`src/pbf_pkg.sv`:
```
// shared constants, types and register map of the bank access front end
`default_nettype none
package pbf_pkg;
  // register indices on the plain register port
  localparam logic [3:0] REG_BASE_CFG = 4'h0;
  localparam logic [3:0] REG_REFR_CFG = 4'h1;
  localparam logic [3:0] REG_ORG      = 4'h2;
  localparam logic [3:0] REG_STATUS   = 4'h3;
  localparam logic [3:0] REG_REFUSED  = 4'h4;
  // field positions
  localparam int BASE_CHOICE_BIT  = 0;
  localparam int BASE_FIXCHOP_BIT = 1;
  localparam int BASE_BUFONLY_BIT = 13;
  localparam int REFR_STORE_BIT   = 8;
  localparam int ORG_WIDE_BIT     = 0;
  localparam int STAT_BUSY_BIT    = 16;
  localparam int AUTO_CLOSE_BIT   = 10;
  localparam int BURST_LEN_BIT    = 12;
  // reset values
  localparam logic [31:0] BASE_CFG_RST = 32'h0000_0000;
  localparam logic [31:0] REFR_CFG_RST = 32'h0000_0000;
  localparam logic [31:0] ORG_RST      = 32'h0000_0000;
  // timing
  localparam int CLK_PERIOD_NS   = 50;
  localparam int STORE_PERIOD_NS = 380;
  localparam int STORE_CYC       = (STORE_PERIOD_NS + CLK_PERIOD_NS - 1) / CLK_PERIOD_NS;
  // core clocks per burst, two beats per clock
  localparam int FULL_CLKS = 4;
  localparam int CHOP_CLKS = 2;
  localparam int NUM_BANKS = 16;
  localparam int ROW_W     = 16;
  localparam int COL_W     = 7;

  typedef enum logic [2:0] {
    CMD_NOP = 3'h0,
    CMD_ACT = 3'h1,
    CMD_RD  = 3'h2,
    CMD_WR  = 3'h3,
    CMD_REF = 3'h4,
    CMD_PRE = 3'h5
  } pbf_cmd_code_t;

  typedef struct packed {
    pbf_cmd_code_t code;
    logic [1:0]    group_select_bits;
    logic [1:0]    bank;
    logic [15:0]   addr;
  } pbf_cmd_t;

  typedef struct packed {
    logic              is_write;
    logic [3:0]        bank_idx;
    logic [ROW_W-1:0]  row;
    logic [COL_W-1:0]  col;
    logic              chop;
    logic              auto_close;
    logic              commit;
  } pbf_burst_t;
endpackage
`default_nettype wire

```
`src/pbf_fifo.sv`:
```
// small valid/ready buffer for burst descriptors
`default_nettype none
module pbf_fifo #(
  parameter int W     = 31,
  parameter int DEPTH = 2
) (
  // clock and reset
  input  wire logic         sys_clk,
  input  wire logic         rst_n,
  // fill side
  input  wire logic         in_valid,
  output logic              in_ready,
  input  wire logic [W-1:0] in_data,
  // drain side
  output logic              out_valid,
  input  wire logic         out_ready,
  output logic [W-1:0]      out_data
);
  localparam int PW = $clog2(DEPTH);
  logic [W-1:0] mem [DEPTH];
  logic [PW-1:0] wr_ptr_r;
  logic [PW-1:0] rd_ptr_r;
  logic [PW:0]   count_r;
  logic          push;
  logic          pop;

  assign in_ready  = (count_r != (PW+1)'(DEPTH));
  assign out_valid = (count_r != '0);
  assign out_data  = mem[rd_ptr_r];
  assign push      = in_valid && in_ready;
  assign pop       = out_valid && out_ready;

  always_ff @(posedge sys_clk) begin
    if (push) begin
      mem[wr_ptr_r] <= in_data;
    end
  end

  always_ff @(posedge sys_clk or negedge rst_n) begin
    if (!rst_n) begin
      wr_ptr_r <= '0;
      rd_ptr_r <= '0;
      count_r  <= '0;
    end else begin
      if (push) begin
        wr_ptr_r <= (wr_ptr_r == PW'(DEPTH - 1)) ? '0 : wr_ptr_r + 1'b1;
      end
      if (pop) begin
        rd_ptr_r <= (rd_ptr_r == PW'(DEPTH - 1)) ? '0 : rd_ptr_r + 1'b1;
      end
      count_r <= count_r + (PW+1)'(push) - (PW+1)'(pop);
    end
  end
endmodule
`default_nettype wire

```
`src/pbf_front_end.sv`:
```
// command decode, bank tracking, store timing and burst sequencing
//
// The register offsets and the address-and-strobe port were chosen for this implementation.
`default_nettype none
//
// Contract
// - x8: sixteen banks in four groups
// - x16: two groups of four banks
// - one 8n word over four clocks
// - burst of eight, or chopped four
// - activate captures group, bank and row
// - read/write address is start column
// - auto close bit decides precharge
// - per-command choice picks burst length
// - no refresh needed; refresh may store
// - store enable bit: refresh stores all
// - no activation during store period
// - buffer-only mode never commits writes
module pbf_front_end
  import pbf_pkg::*;
(
  // clock and reset
  input  wire logic             sys_clk,
  input  wire logic             resetn,
  // host command pins
  input  wire pbf_cmd_t         cmd_in,
  output logic                  cmd_ready,
  // register port
  input  wire logic [3:0]       reg_addr,
  input  wire logic [31:0]      reg_wdata,
  input  wire logic             reg_wr,
  input  wire logic             reg_rd,
  output logic [31:0]           reg_rdata,
  // core beat stream
  output logic                  beat_valid,
  input  wire logic             beat_ready,
  output logic                  beat_write,
  output logic                  beat_commit,
  output logic [3:0]            beat_bank,
  output logic [ROW_W-1:0]      beat_row,
  output logic [COL_W-1:0]      beat_col_even,
  output logic [COL_W-1:0]      beat_col_odd,
  output logic                  beat_last,
  // store request to the array
  output logic                  store_req
);
  ////////////////////////////////////////////////////////////////////////
  // reset release and input capture
  logic     rst_s1_r;
  logic     rst_n;
  pbf_cmd_t cmd_s1_r;
  pbf_cmd_t cmd_r;

  always_ff @(posedge sys_clk or negedge resetn) begin
    if (!resetn) begin
      rst_s1_r <= 1'b0;
      rst_n    <= 1'b0;
    end else begin
      rst_s1_r <= 1'b1;
      rst_n    <= rst_s1_r;
    end
  end

  always_ff @(posedge sys_clk or negedge rst_n) begin
    if (!rst_n) begin
      cmd_s1_r <= '0;
      cmd_r    <= '0;
    end else begin
      cmd_s1_r <= cmd_in;
      cmd_r    <= cmd_s1_r;
    end
  end

  ////////////////////////////////////////////////////////////////////////
  // configuration registers
  logic [31:0] base_config_r;
  logic [31:0] refresh_config_r;
  logic [31:0] org_r;
  logic        choice_en;
  logic        fixed_chop;
  logic        buffer_only_write_mode;
  logic        store_en;
  logic        wide;

  always_ff @(posedge sys_clk or negedge rst_n) begin
    if (!rst_n) begin
      base_config_r    <= BASE_CFG_RST;
      refresh_config_r <= REFR_CFG_RST;
      org_r            <= ORG_RST;
    end else if (reg_wr) begin
      if (reg_addr == REG_BASE_CFG) begin
        base_config_r <= reg_wdata;
      end
      if (reg_addr == REG_REFR_CFG) begin
        refresh_config_r <= reg_wdata;
      end
      if (reg_addr == REG_ORG) begin
        org_r <= reg_wdata;
      end
    end
  end

  assign choice_en              = base_config_r[BASE_CHOICE_BIT];
  assign fixed_chop             = base_config_r[BASE_FIXCHOP_BIT];
  assign buffer_only_write_mode = base_config_r[BASE_BUFONLY_BIT];
  assign store_en               = refresh_config_r[REFR_STORE_BIT];
  assign wide                   = org_r[ORG_WIDE_BIT];

  ////////////////////////////////////////////////////////////////////////
  // command decode
  logic [3:0]       cmd_bank_idx;
  logic             is_act;
  logic             is_rw;
  logic             is_ref;
  logic             is_pre;
  logic             store_busy;
  logic [3:0]       store_cnt_r;
  logic [NUM_BANKS-1:0] bank_open_r;
  logic [ROW_W-1:0] open_row [NUM_BANKS];
  logic             buf_in_ready;
  logic             push;
  pbf_burst_t       push_data;
  logic             refuse;
  logic [15:0]      refused_cnt_r;

  // x16 uses one group bit and eight banks
  // bank index map
  assign cmd_bank_idx = wide ? {1'b0, cmd_r.group_select_bits[0], cmd_r.bank}
                             : {cmd_r.group_select_bits, cmd_r.bank};
  assign is_act     = (cmd_r.code == CMD_ACT);
  assign is_rw      = (cmd_r.code == CMD_RD) || (cmd_r.code == CMD_WR);
  assign is_ref     = (cmd_r.code == CMD_REF);
  assign is_pre     = (cmd_r.code == CMD_PRE);
  assign store_busy = (store_cnt_r != 4'h0);
  assign push       = is_rw && bank_open_r[cmd_bank_idx] && buf_in_ready;
  assign refuse     = (is_act && store_busy) || (is_rw && !push);

  always_comb begin
    push_data            = '0;
    push_data.is_write   = (cmd_r.code == CMD_WR);
    push_data.bank_idx   = cmd_bank_idx;
    push_data.row        = open_row[cmd_bank_idx];
    push_data.col        = cmd_r.addr[COL_W-1:0];
    push_data.auto_close = cmd_r.addr[AUTO_CLOSE_BIT];
    push_data.chop       = choice_en ? !cmd_r.addr[BURST_LEN_BIT] : fixed_chop;
    push_data.commit     = push_data.is_write && !buffer_only_write_mode;
  end

  ////////////////////////////////////////////////////////////////////////
  // bank state
  // row capture on activate
  always_ff @(posedge sys_clk) begin
    if (is_act && !store_busy) begin
      open_row[cmd_bank_idx] <= cmd_r.addr;
    end
  end

  always_ff @(posedge sys_clk or negedge rst_n) begin
    if (!rst_n) begin
      bank_open_r <= '0;
    end else if (is_ref && store_en && !store_busy) begin
      bank_open_r <= '0;
    end else if (is_act && !store_busy) begin
      bank_open_r[cmd_bank_idx] <= 1'b1;
    end else if (is_pre || (push && push_data.auto_close)) begin
      bank_open_r[cmd_bank_idx] <= 1'b0;
    end
  end

  ////////////////////////////////////////////////////////////////////////
  // store timing
  // refresh stores only when enabled
  always_ff @(posedge sys_clk or negedge rst_n) begin
    if (!rst_n) begin
      store_cnt_r <= 4'h0;
      store_req   <= 1'b0;
    end else begin
      store_req <= 1'b0;
      if (is_ref && store_en && !store_busy) begin
        store_cnt_r <= 4'(STORE_CYC);
        store_req   <= 1'b1;
      end else if (store_busy) begin
        store_cnt_r <= store_cnt_r - 4'h1;
      end
    end
  end

  always_ff @(posedge sys_clk or negedge rst_n) begin
    if (!rst_n) begin
      refused_cnt_r <= 16'h0000;
      cmd_ready     <= 1'b0;
    end else begin
      cmd_ready <= buf_in_ready;
      if (refuse && (refused_cnt_r != 16'hffff)) begin
        refused_cnt_r <= refused_cnt_r + 16'h0001;
      end
    end
  end

  ////////////////////////////////////////////////////////////////////////
  // descriptor buffer
  logic       buf_out_valid;
  logic       buf_out_ready;
  pbf_burst_t buf_out_data;

  pbf_fifo #(
    .W     ($bits(pbf_burst_t)),
    .DEPTH (2)
  ) u_fifo (
    .sys_clk   (sys_clk),
    .rst_n     (rst_n),
    .in_valid  (push),
    .in_ready  (buf_in_ready),
    .in_data   (push_data),
    .out_valid (buf_out_valid),
    .out_ready (buf_out_ready),
    .out_data  (buf_out_data)
  );

  ////////////////////////////////////////////////////////////////////////
  // burst sequencer
  typedef enum logic [1:0] {
    ENG_IDLE = 2'b01,
    ENG_RUN  = 2'b10
  } pbf_eng_t;

  pbf_eng_t   eng_r;
  pbf_burst_t desc_r;
  logic [1:0] idx_r;
  logic       adv;
  logic [1:0] last_idx;

  // sequential order, wrapping inside the burst's aligned block
  function automatic logic [COL_W-1:0] pair_col(input logic [COL_W-1:0] col, input logic chop,
                                                input logic [1:0] k, input logic odd);
    logic [2:0] lo;
    lo = col[2:0] + {k, 1'b0} + {2'b00, odd};
    if (chop) begin
      lo[2] = col[2];
    end
    return {col[COL_W-1:3], lo};
  endfunction

  assign adv           = !beat_valid || beat_ready;
  assign buf_out_ready = (eng_r == ENG_IDLE);
  assign last_idx      = desc_r.chop ? 2'(CHOP_CLKS - 1) : 2'(FULL_CLKS - 1);

  always_ff @(posedge sys_clk or negedge rst_n) begin
    if (!rst_n) begin
      eng_r  <= ENG_IDLE;
      desc_r <= '0;
      idx_r  <= 2'h0;
    end else begin
      case (eng_r)
        ENG_IDLE: begin
          if (buf_out_valid) begin
            desc_r <= buf_out_data;
            idx_r  <= 2'h0;
            eng_r  <= ENG_RUN;
          end
        end
        ENG_RUN: begin
          if (adv) begin
            idx_r <= idx_r + 2'h1;
            if (idx_r == last_idx) begin
              eng_r <= ENG_IDLE;
            end
          end
        end
        default: begin
          eng_r <= ENG_IDLE;
        end
      endcase
    end
  end

  always_ff @(posedge sys_clk or negedge rst_n) begin
    if (!rst_n) begin
      beat_valid    <= 1'b0;
      beat_write    <= 1'b0;
      beat_commit   <= 1'b0;
      beat_bank     <= 4'h0;
      beat_row      <= '0;
      beat_col_even <= '0;
      beat_col_odd  <= '0;
      beat_last     <= 1'b0;
    end else if (adv) begin
      beat_valid    <= (eng_r == ENG_RUN);
      beat_write    <= desc_r.is_write;
      beat_commit   <= desc_r.commit;
      beat_bank     <= desc_r.bank_idx;
      beat_row      <= desc_r.row;
      beat_col_even <= pair_col(desc_r.col, desc_r.chop, idx_r, 1'b0);
      beat_col_odd  <= pair_col(desc_r.col, desc_r.chop, idx_r, 1'b1);
      beat_last     <= (eng_r == ENG_RUN) && (idx_r == last_idx);
    end
  end

  ////////////////////////////////////////////////////////////////////////
  // register read
  always_ff @(posedge sys_clk or negedge rst_n) begin
    if (!rst_n) begin
      reg_rdata <= 32'h0000_0000;
    end else if (reg_rd) begin
      case (reg_addr)
        REG_BASE_CFG: reg_rdata <= base_config_r;
        REG_REFR_CFG: reg_rdata <= refresh_config_r;
        REG_ORG:      reg_rdata <= org_r;
        REG_STATUS:   reg_rdata <= {15'h0000, store_busy, bank_open_r};
        REG_REFUSED:  reg_rdata <= {16'h0000, refused_cnt_r};
        default:      reg_rdata <= 32'h0000_0000;
      endcase
    end else begin
      reg_rdata <= 32'h0000_0000;
    end
  end
endmodule
`default_nettype wire

```
`config.mk`:
```
export PLATFORM = sky130hd
export DESIGN_NAME = pbf_front_end
export DESIGN_NICKNAME = d
export VERILOG_FILES = /design/src/pbf_pkg.sv /design/src/pbf_fifo.sv /design/src/pbf_front_end.sv
export SDC_FILE = /design/constraint.sdc
export NUM_CORES = 1
export LEC_CHECK = 0
export ABC_CLOCK_PERIOD_IN_PS = 10700
export BUFFER_PORTS_ARGS = -buffer_cell sky130_fd_sc_hd__buf_4
export CORE_UTILIZATION = 50
export DETAILED_ROUTE_END_ITERATION = 6
export PLACE_DENSITY = 0.75
export RECOVER_POWER = 100
export SYNTH_ARGS = -nofsm -noshare
export SYNTH_HDL_FRONTEND = slang
export SYNTH_SLANG_ARGS = --single-unit
```
`constraint.sdc`:
```
create_clock -name sys_clk -period 10.7 [get_ports sys_clk]
set_input_delay 0.535 -clock sys_clk [delete_from_list [all_inputs] [get_ports sys_clk]]
set_output_delay 0.535 -clock sys_clk [all_outputs]
set_load 0.05 [all_outputs]
```
# After elaboration in Yosys (flattened, before gate mapping)
# Memory sizes are Yosys's and may differ from the RTL's. A register that Yosys moved wholly into a read port is not among the register bits.
# Cells that the tools add are included.
# word_totals
regBits	260
ram_bits	318
output_inout_bits	72
wordCells	131
n_memories	2
# mem_list
memory	depth	word_bits	read_ports	rd_clocked_by_memory_dff	wr	line	rtl
open_row	16	16	1	0	1	pbf_front_end.sv:119	logic [ROW_W-1:0] open_row [NUM_BANKS];
u_fifo.mem	2	31	1	1	1	pbf_fifo.sv:20	logic [W-1:0] mem [DEPTH];
# op_classes
add_sub_neg	9
order_cmp	2
n_eq_ne	17
mux	30
n_bitwise	3
reduce_logical	36
# ops
cell	count
$pmux W32 S5	1
$mux W16	3
$mux W32	1
$add A16 B1 Y16 const B	1
$and A16 B16 Y16	1
$ne A16 B16 Y1 const B	1
$not A16 Y16	1
$or A16 B16 Y16	1
$logic_and A1 B1 Y1	14
$mux W1	12
$mux W2	6
$mux W4	3
$eq A4 B2 Y1 const B	2
$pmux W2 S2	2
$reduce_and A2 Y1	4
$eq A3 B2 Y1 const B	2
$eq A3 B3 Y1 const B	2
$logic_not A1 Y1	6
$ne A2 B2 Y1 const B	3
$reduce_and A3 Y1	2
$reduce_bool A2 Y1	3
$lt A4 B5 Y1 const B	1
$bmux W1 S4	1
$demux W1 S4	1
other kinds (19)	23

# Logic depth before layout (Yosys ltp)
# depth
depth_word	10
mapped_depth	11

# Cells and area by module
# From an unflattened synthesis, not the netlist that was laid out.
# unflattened
cells_unflattened	1371
hier_area_um2	23371.2
# modules_own_cells
mod	instances	cells_each	area_each_um2
pbf_front_end	1	1255	20907.6
pbf_fifo	1	116	2463.6

# Least setup slack after synthesis
# Ideal clock, no wire load.
# synth_timing
kind	register -> register
from	register cmd_r[17] in the netlist's numbering
to	memory u_fifo.mem[0][0], enable pin
arrival_ps	2672
required_ps	10283
setup_slack_ps	7611
path_stages_with_launch	7
path_buffers	2
period_less_slack_ps	3089
cell_sequence	dfrtp_1 -> buf_4 -> buf_4 -> mux2i_1 -> a311oi_1 -> a22oi_4 -> nor2_1
# synth_between
elab_chain_len	8
# synth_rtl
element	line	rtl
from (decl)	pbf_front_end.sv:52	pbf_cmd_t cmd_r;
from (signal assigned)	pbf_front_end.sv:70	cmd_r <= cmd_s1_r;
$mux W4	pbf_front_end.sv:128	assign cmd_bank_idx = wide ? {1'b0, cmd_r.group_select_bits[0], cmd_r.bank}
$bmux W1 S4	pbf_front_end.sv:135	assign push = is_rw && bank_open_r[cmd_bank_idx] && buf_in_ready;
$mux W1 (implied by the code)	pbf_front_end.sv:135	
$logic_and A1 B1 Y1 (2 in a row)	pbf_front_end.sv:135	
$logic_and A1 B1 Y1	pbf_fifo.sv:30	assign push = in_valid && in_ready;
$mux W1	pbf_fifo.sv:34	if (push) begin
$mux W1 (implied by the code)	pbf_fifo.sv:35	mem[wr_ptr_r] <= in_data;
to (decl)	pbf_fifo.sv:20	
# No other way between the ends. The select of a mux whose other input is x is not followed.

# Worst setup path after layout
# layout_timing
from	input port reg_addr[1]
to	register refresh_config_r[28]
# layout_between
elab_chain_len	2
# layout_rtl
element	line	rtl
from (decl)	pbf_front_end.sv:29	input wire logic [3:0] reg_addr,
$eq A4 B1 Y1	pbf_front_end.sv:94	if (reg_addr == REG_REFR_CFG) begin
$reduce_and A2 Y1 (no line)	--	
to (signal assigned)	pbf_front_end.sv:95	refresh_config_r <= reg_wdata;
to (decl)	pbf_front_end.sv:77	logic [31:0] refresh_config_r;
# No other way between the ends.
# A chain may end at the register's enable or synchronous reset.

==> metrics.yaml <==
status:
  status: "finished, violations left"
  violations: "design-rule violations, max-capacitance violations, max-slew violations"
global_route:
  grt_use_total_pct: 21.3
  grt_pass1_vias: 12926
  antenna_found_initial: 1
  grt_pass1_wl_um: 76300
  gr-total-overflow: 0
  grt_max_degree: 185
route:
  drc: 14
  drtPass1Iterations: 7
  ant_nets: 0
  drt_iter0_drc: 1241
  vias_per_cell: 5.70
  routedWlPerCell_um: 22.2
  vias: 12682
  routed_wl_um: 49400
synth:
  yosysSeqAreaShare_pct: 71.9
  syn_inst: 1421
  synth_top_cell_area_share_pct: 41.0
  ys_top_cells_by_area: "edfxtp_1, dfrtp_1, mux4_2, mux2_2, mux2i_1"
  synth_edf_count: 316
  synth_area_um2: 23200
  synth_seq_cells: 602
  yosysWarnings: 0
  synthesis.nets: 1491
  synth.avg_cell_area_um2: 16.3
  ys_async_sr_fraction_pct: 47.5
  yosysUniqueCellTypes: 50
  synth_top_cell_by_area: "edfxtp_1"
  synthFlopType: "edfxtp_1"
setup_path:
  arrival_ns: 7.27
  slowest_delay_ns: 2.05
  regToRegEndpoint: "open_row[11][6]"
  crit_top_cell: "clkbuf_1"
  reg2reg_slack_ns: 4.15
  cp-end-kind: "flop"
  crit_family: "buffers and inverters"
  critPathKind: "primary input to flop"
  worstPathMaxFanout: 37
  reg2regPathDepth: 4
  path_cells: "clkbuf_1 -> nor2b_1 -> nand3_1 -> clkbuf_1 -> mux2_2"
  start_kind: "primary input"
  cp_slowest_cell: "clkbuf_1"
  r2r-start: "cmd_r[16]"
  cp.required_ns: 11.20
  worst-path-buf-inv: 2
timing:
  worstMarginPinSlew_ns: 4.25
  final-hold-violation-count: 0
  fmaxAchievable_mhz: 148
  clock_skew_ns: 0.0160
  tns_ns: 0
  post-route-period-util_pct: 63.3
  relSlewSlack_pct: -184
  drv_slew: 508
  report.final.setup_viol: 0
  rsz0062_at_grt: "false"
  fin_crit_ns: 6.78
final_layout:
  drive_gt1_share_pct: 20.8
  final_cell_mix: "edfxtp_1, dfrtp_1, nand2_1"
  diodes: 0
  mostFrequentLayoutCell: "edfxtp_1"
  syn_to_final_growth_pct: 13.9
  stdcell_area_um2: 26400
  fin_nets: 1647
clock_tree:
  ctsResizeCount: 0
  root_buffer: "clkbuf_16"
  htree_num_levels: 2
  cts.sinks: 602
  clk_path_buf_depth: 3
  hold_buffers: 3
  clk_pin_slew_ns: 0.06
  clk_latency_ns: 0.62
  cts_tree: "yes"
  postCtsSetupBuffers: 0
  cts_buffers: 59
placed_design:
  dp_hpwl_um: 29700
  placed_area_um2: 24900
  io_buffers: 135
  gp_congestion: 0.877
hold_path:
  holdPathStages: 1
  whs_endpoint: "cmd_s1_r[0]"
  hold_class: "primary input to flop"
  hold_start: "cmd_in[0]"
job:
  cap_violations: 12
power_and_ir_drop:
  power.density_nw_per_um2: 229
  vdd_drop_max_mv: 0.177
  p_leak_nw: 10.2
die:
  start_util_pct: 50.8
  die_h_um: 217
  boundaryPins: 136
  core_area_um2: 45600
  die_area_um2: 47200
  fp.dieW_um: 217
  rows: 78
[cells in the mapped netlist (8+ instances only)]
| cell | number |
|---|---|
| a21oi_1 | 34 |
| a222oi_1 | 16 |
| buf_1 | 8 |
| clkbuf_1 | 52 |
| dfrtp_1 | 285 |
| edfxtp_1 | 316 |
| inv_1 | 9 |
| mux2_2 | 97 |
| mux2i_1 | 66 |
| mux4_2 | 81 |
| nand2_1 | 151 |
| nand3_1 | 14 |
| nor2_1 | 90 |
| nor2b_1 | 11 |
| o21ai_0 | 83 |
| xnor2_1 | 8 |
| xor2_1 | 11 |
[registers in the layout (all words and copies together), names as in the netlist, 3 cells and up]
name / cells
u_fifo.mem: 60
cmd_s1_r: 23
open_row: 256
cmd_r: 23
desc_r: 30
base_config_r: 32
bank_open_r: 16
org_r: 32
reg_rdata: 32
refresh_config_r: 32
beat_bank: 4
beat_row: 16
store_cnt_r: 4
beat_col_odd: 3
refused_cnt_r: 16
beat_col_even: 7
[routing by layer]
metal  GRT usage [%]  share of wire (%)
met1            29.2                 42
met2            35.0                 49
met3            3.05                6.0
met4            7.82                2.9
met5               0                  0
[cells by family after synthesis]
group / count (synthesis) / share of synthesized area (%)
mux: 246 / 15.5
simple gates: 304 / 5.88
compound gates: 157 / 4.07
buf+inv: 86 / 1.59
other cells: 1 / 0.0162
fa+ha+maj: 6 / 0.324
flops: 602 / 71.9
xor+xnor: 19 / 0.718
[where the power goes]
part           internal, mW  switching (mW)
Combinational         0.356           0.689
Sequential             2.74           0.203
Clock                  1.20           0.857
Total                  4.29            1.75
[final cells by class]
| type | instances | area (um2) |
|---|---|---|
| inverter | 11 | 42.5 |
| timing repair buffer | 170 | 928 |
| tap | 600 | 751 |
| clock buffer | 93 | 1720 |
| multi-input combinational | 733 | 6070 |
| fill | 3452 | 19200 |
| sequential | 602 | 16700 |
| clock inverter | 17 | 219 |
[through the flow]
step / setup slack, ns / total power [mW] / utilization, % / cells / hold slack [ns]
after CTS: 6.89 / 6.15 / 58.9 / 2226 / 0.000335
after global routing: 3.39 / 6.30 / 57.9 / 2226 / 0.0303
final: 3.92 / 6.04 / 57.9 / 2226 / 0.0458
after detailed placement: 6.90 / 4.09 / 54.6 / 2113 / 0.290
after global placement: 7.02 / 4.05 / 54.6 / 2113 / 0.292
after floorplan: 2.14 / 3.75 / - / 1421 / 0.239
[worst max-delay path by stage]
stage | start | endpoint | slack, ns | cells past startpoint
finish | reg_addr[1] | refresh_config_r[28] | 3.92 | 5
detailed placement | cmd_r[17] | open_row[6][5] | 6.90 | 5
global route | cmd_r[16] | bank_open_r[0] | 3.39 | 8
floorplan | rst_n | bank_open_r[0] | 2.14 | 0
global placement | cmd_r[17] | open_row[6][3] | 7.02 | 5
CTS | cmd_r[17] | open_row[6][2] | 6.89 | 5
(Power assumes the default switching activity.)
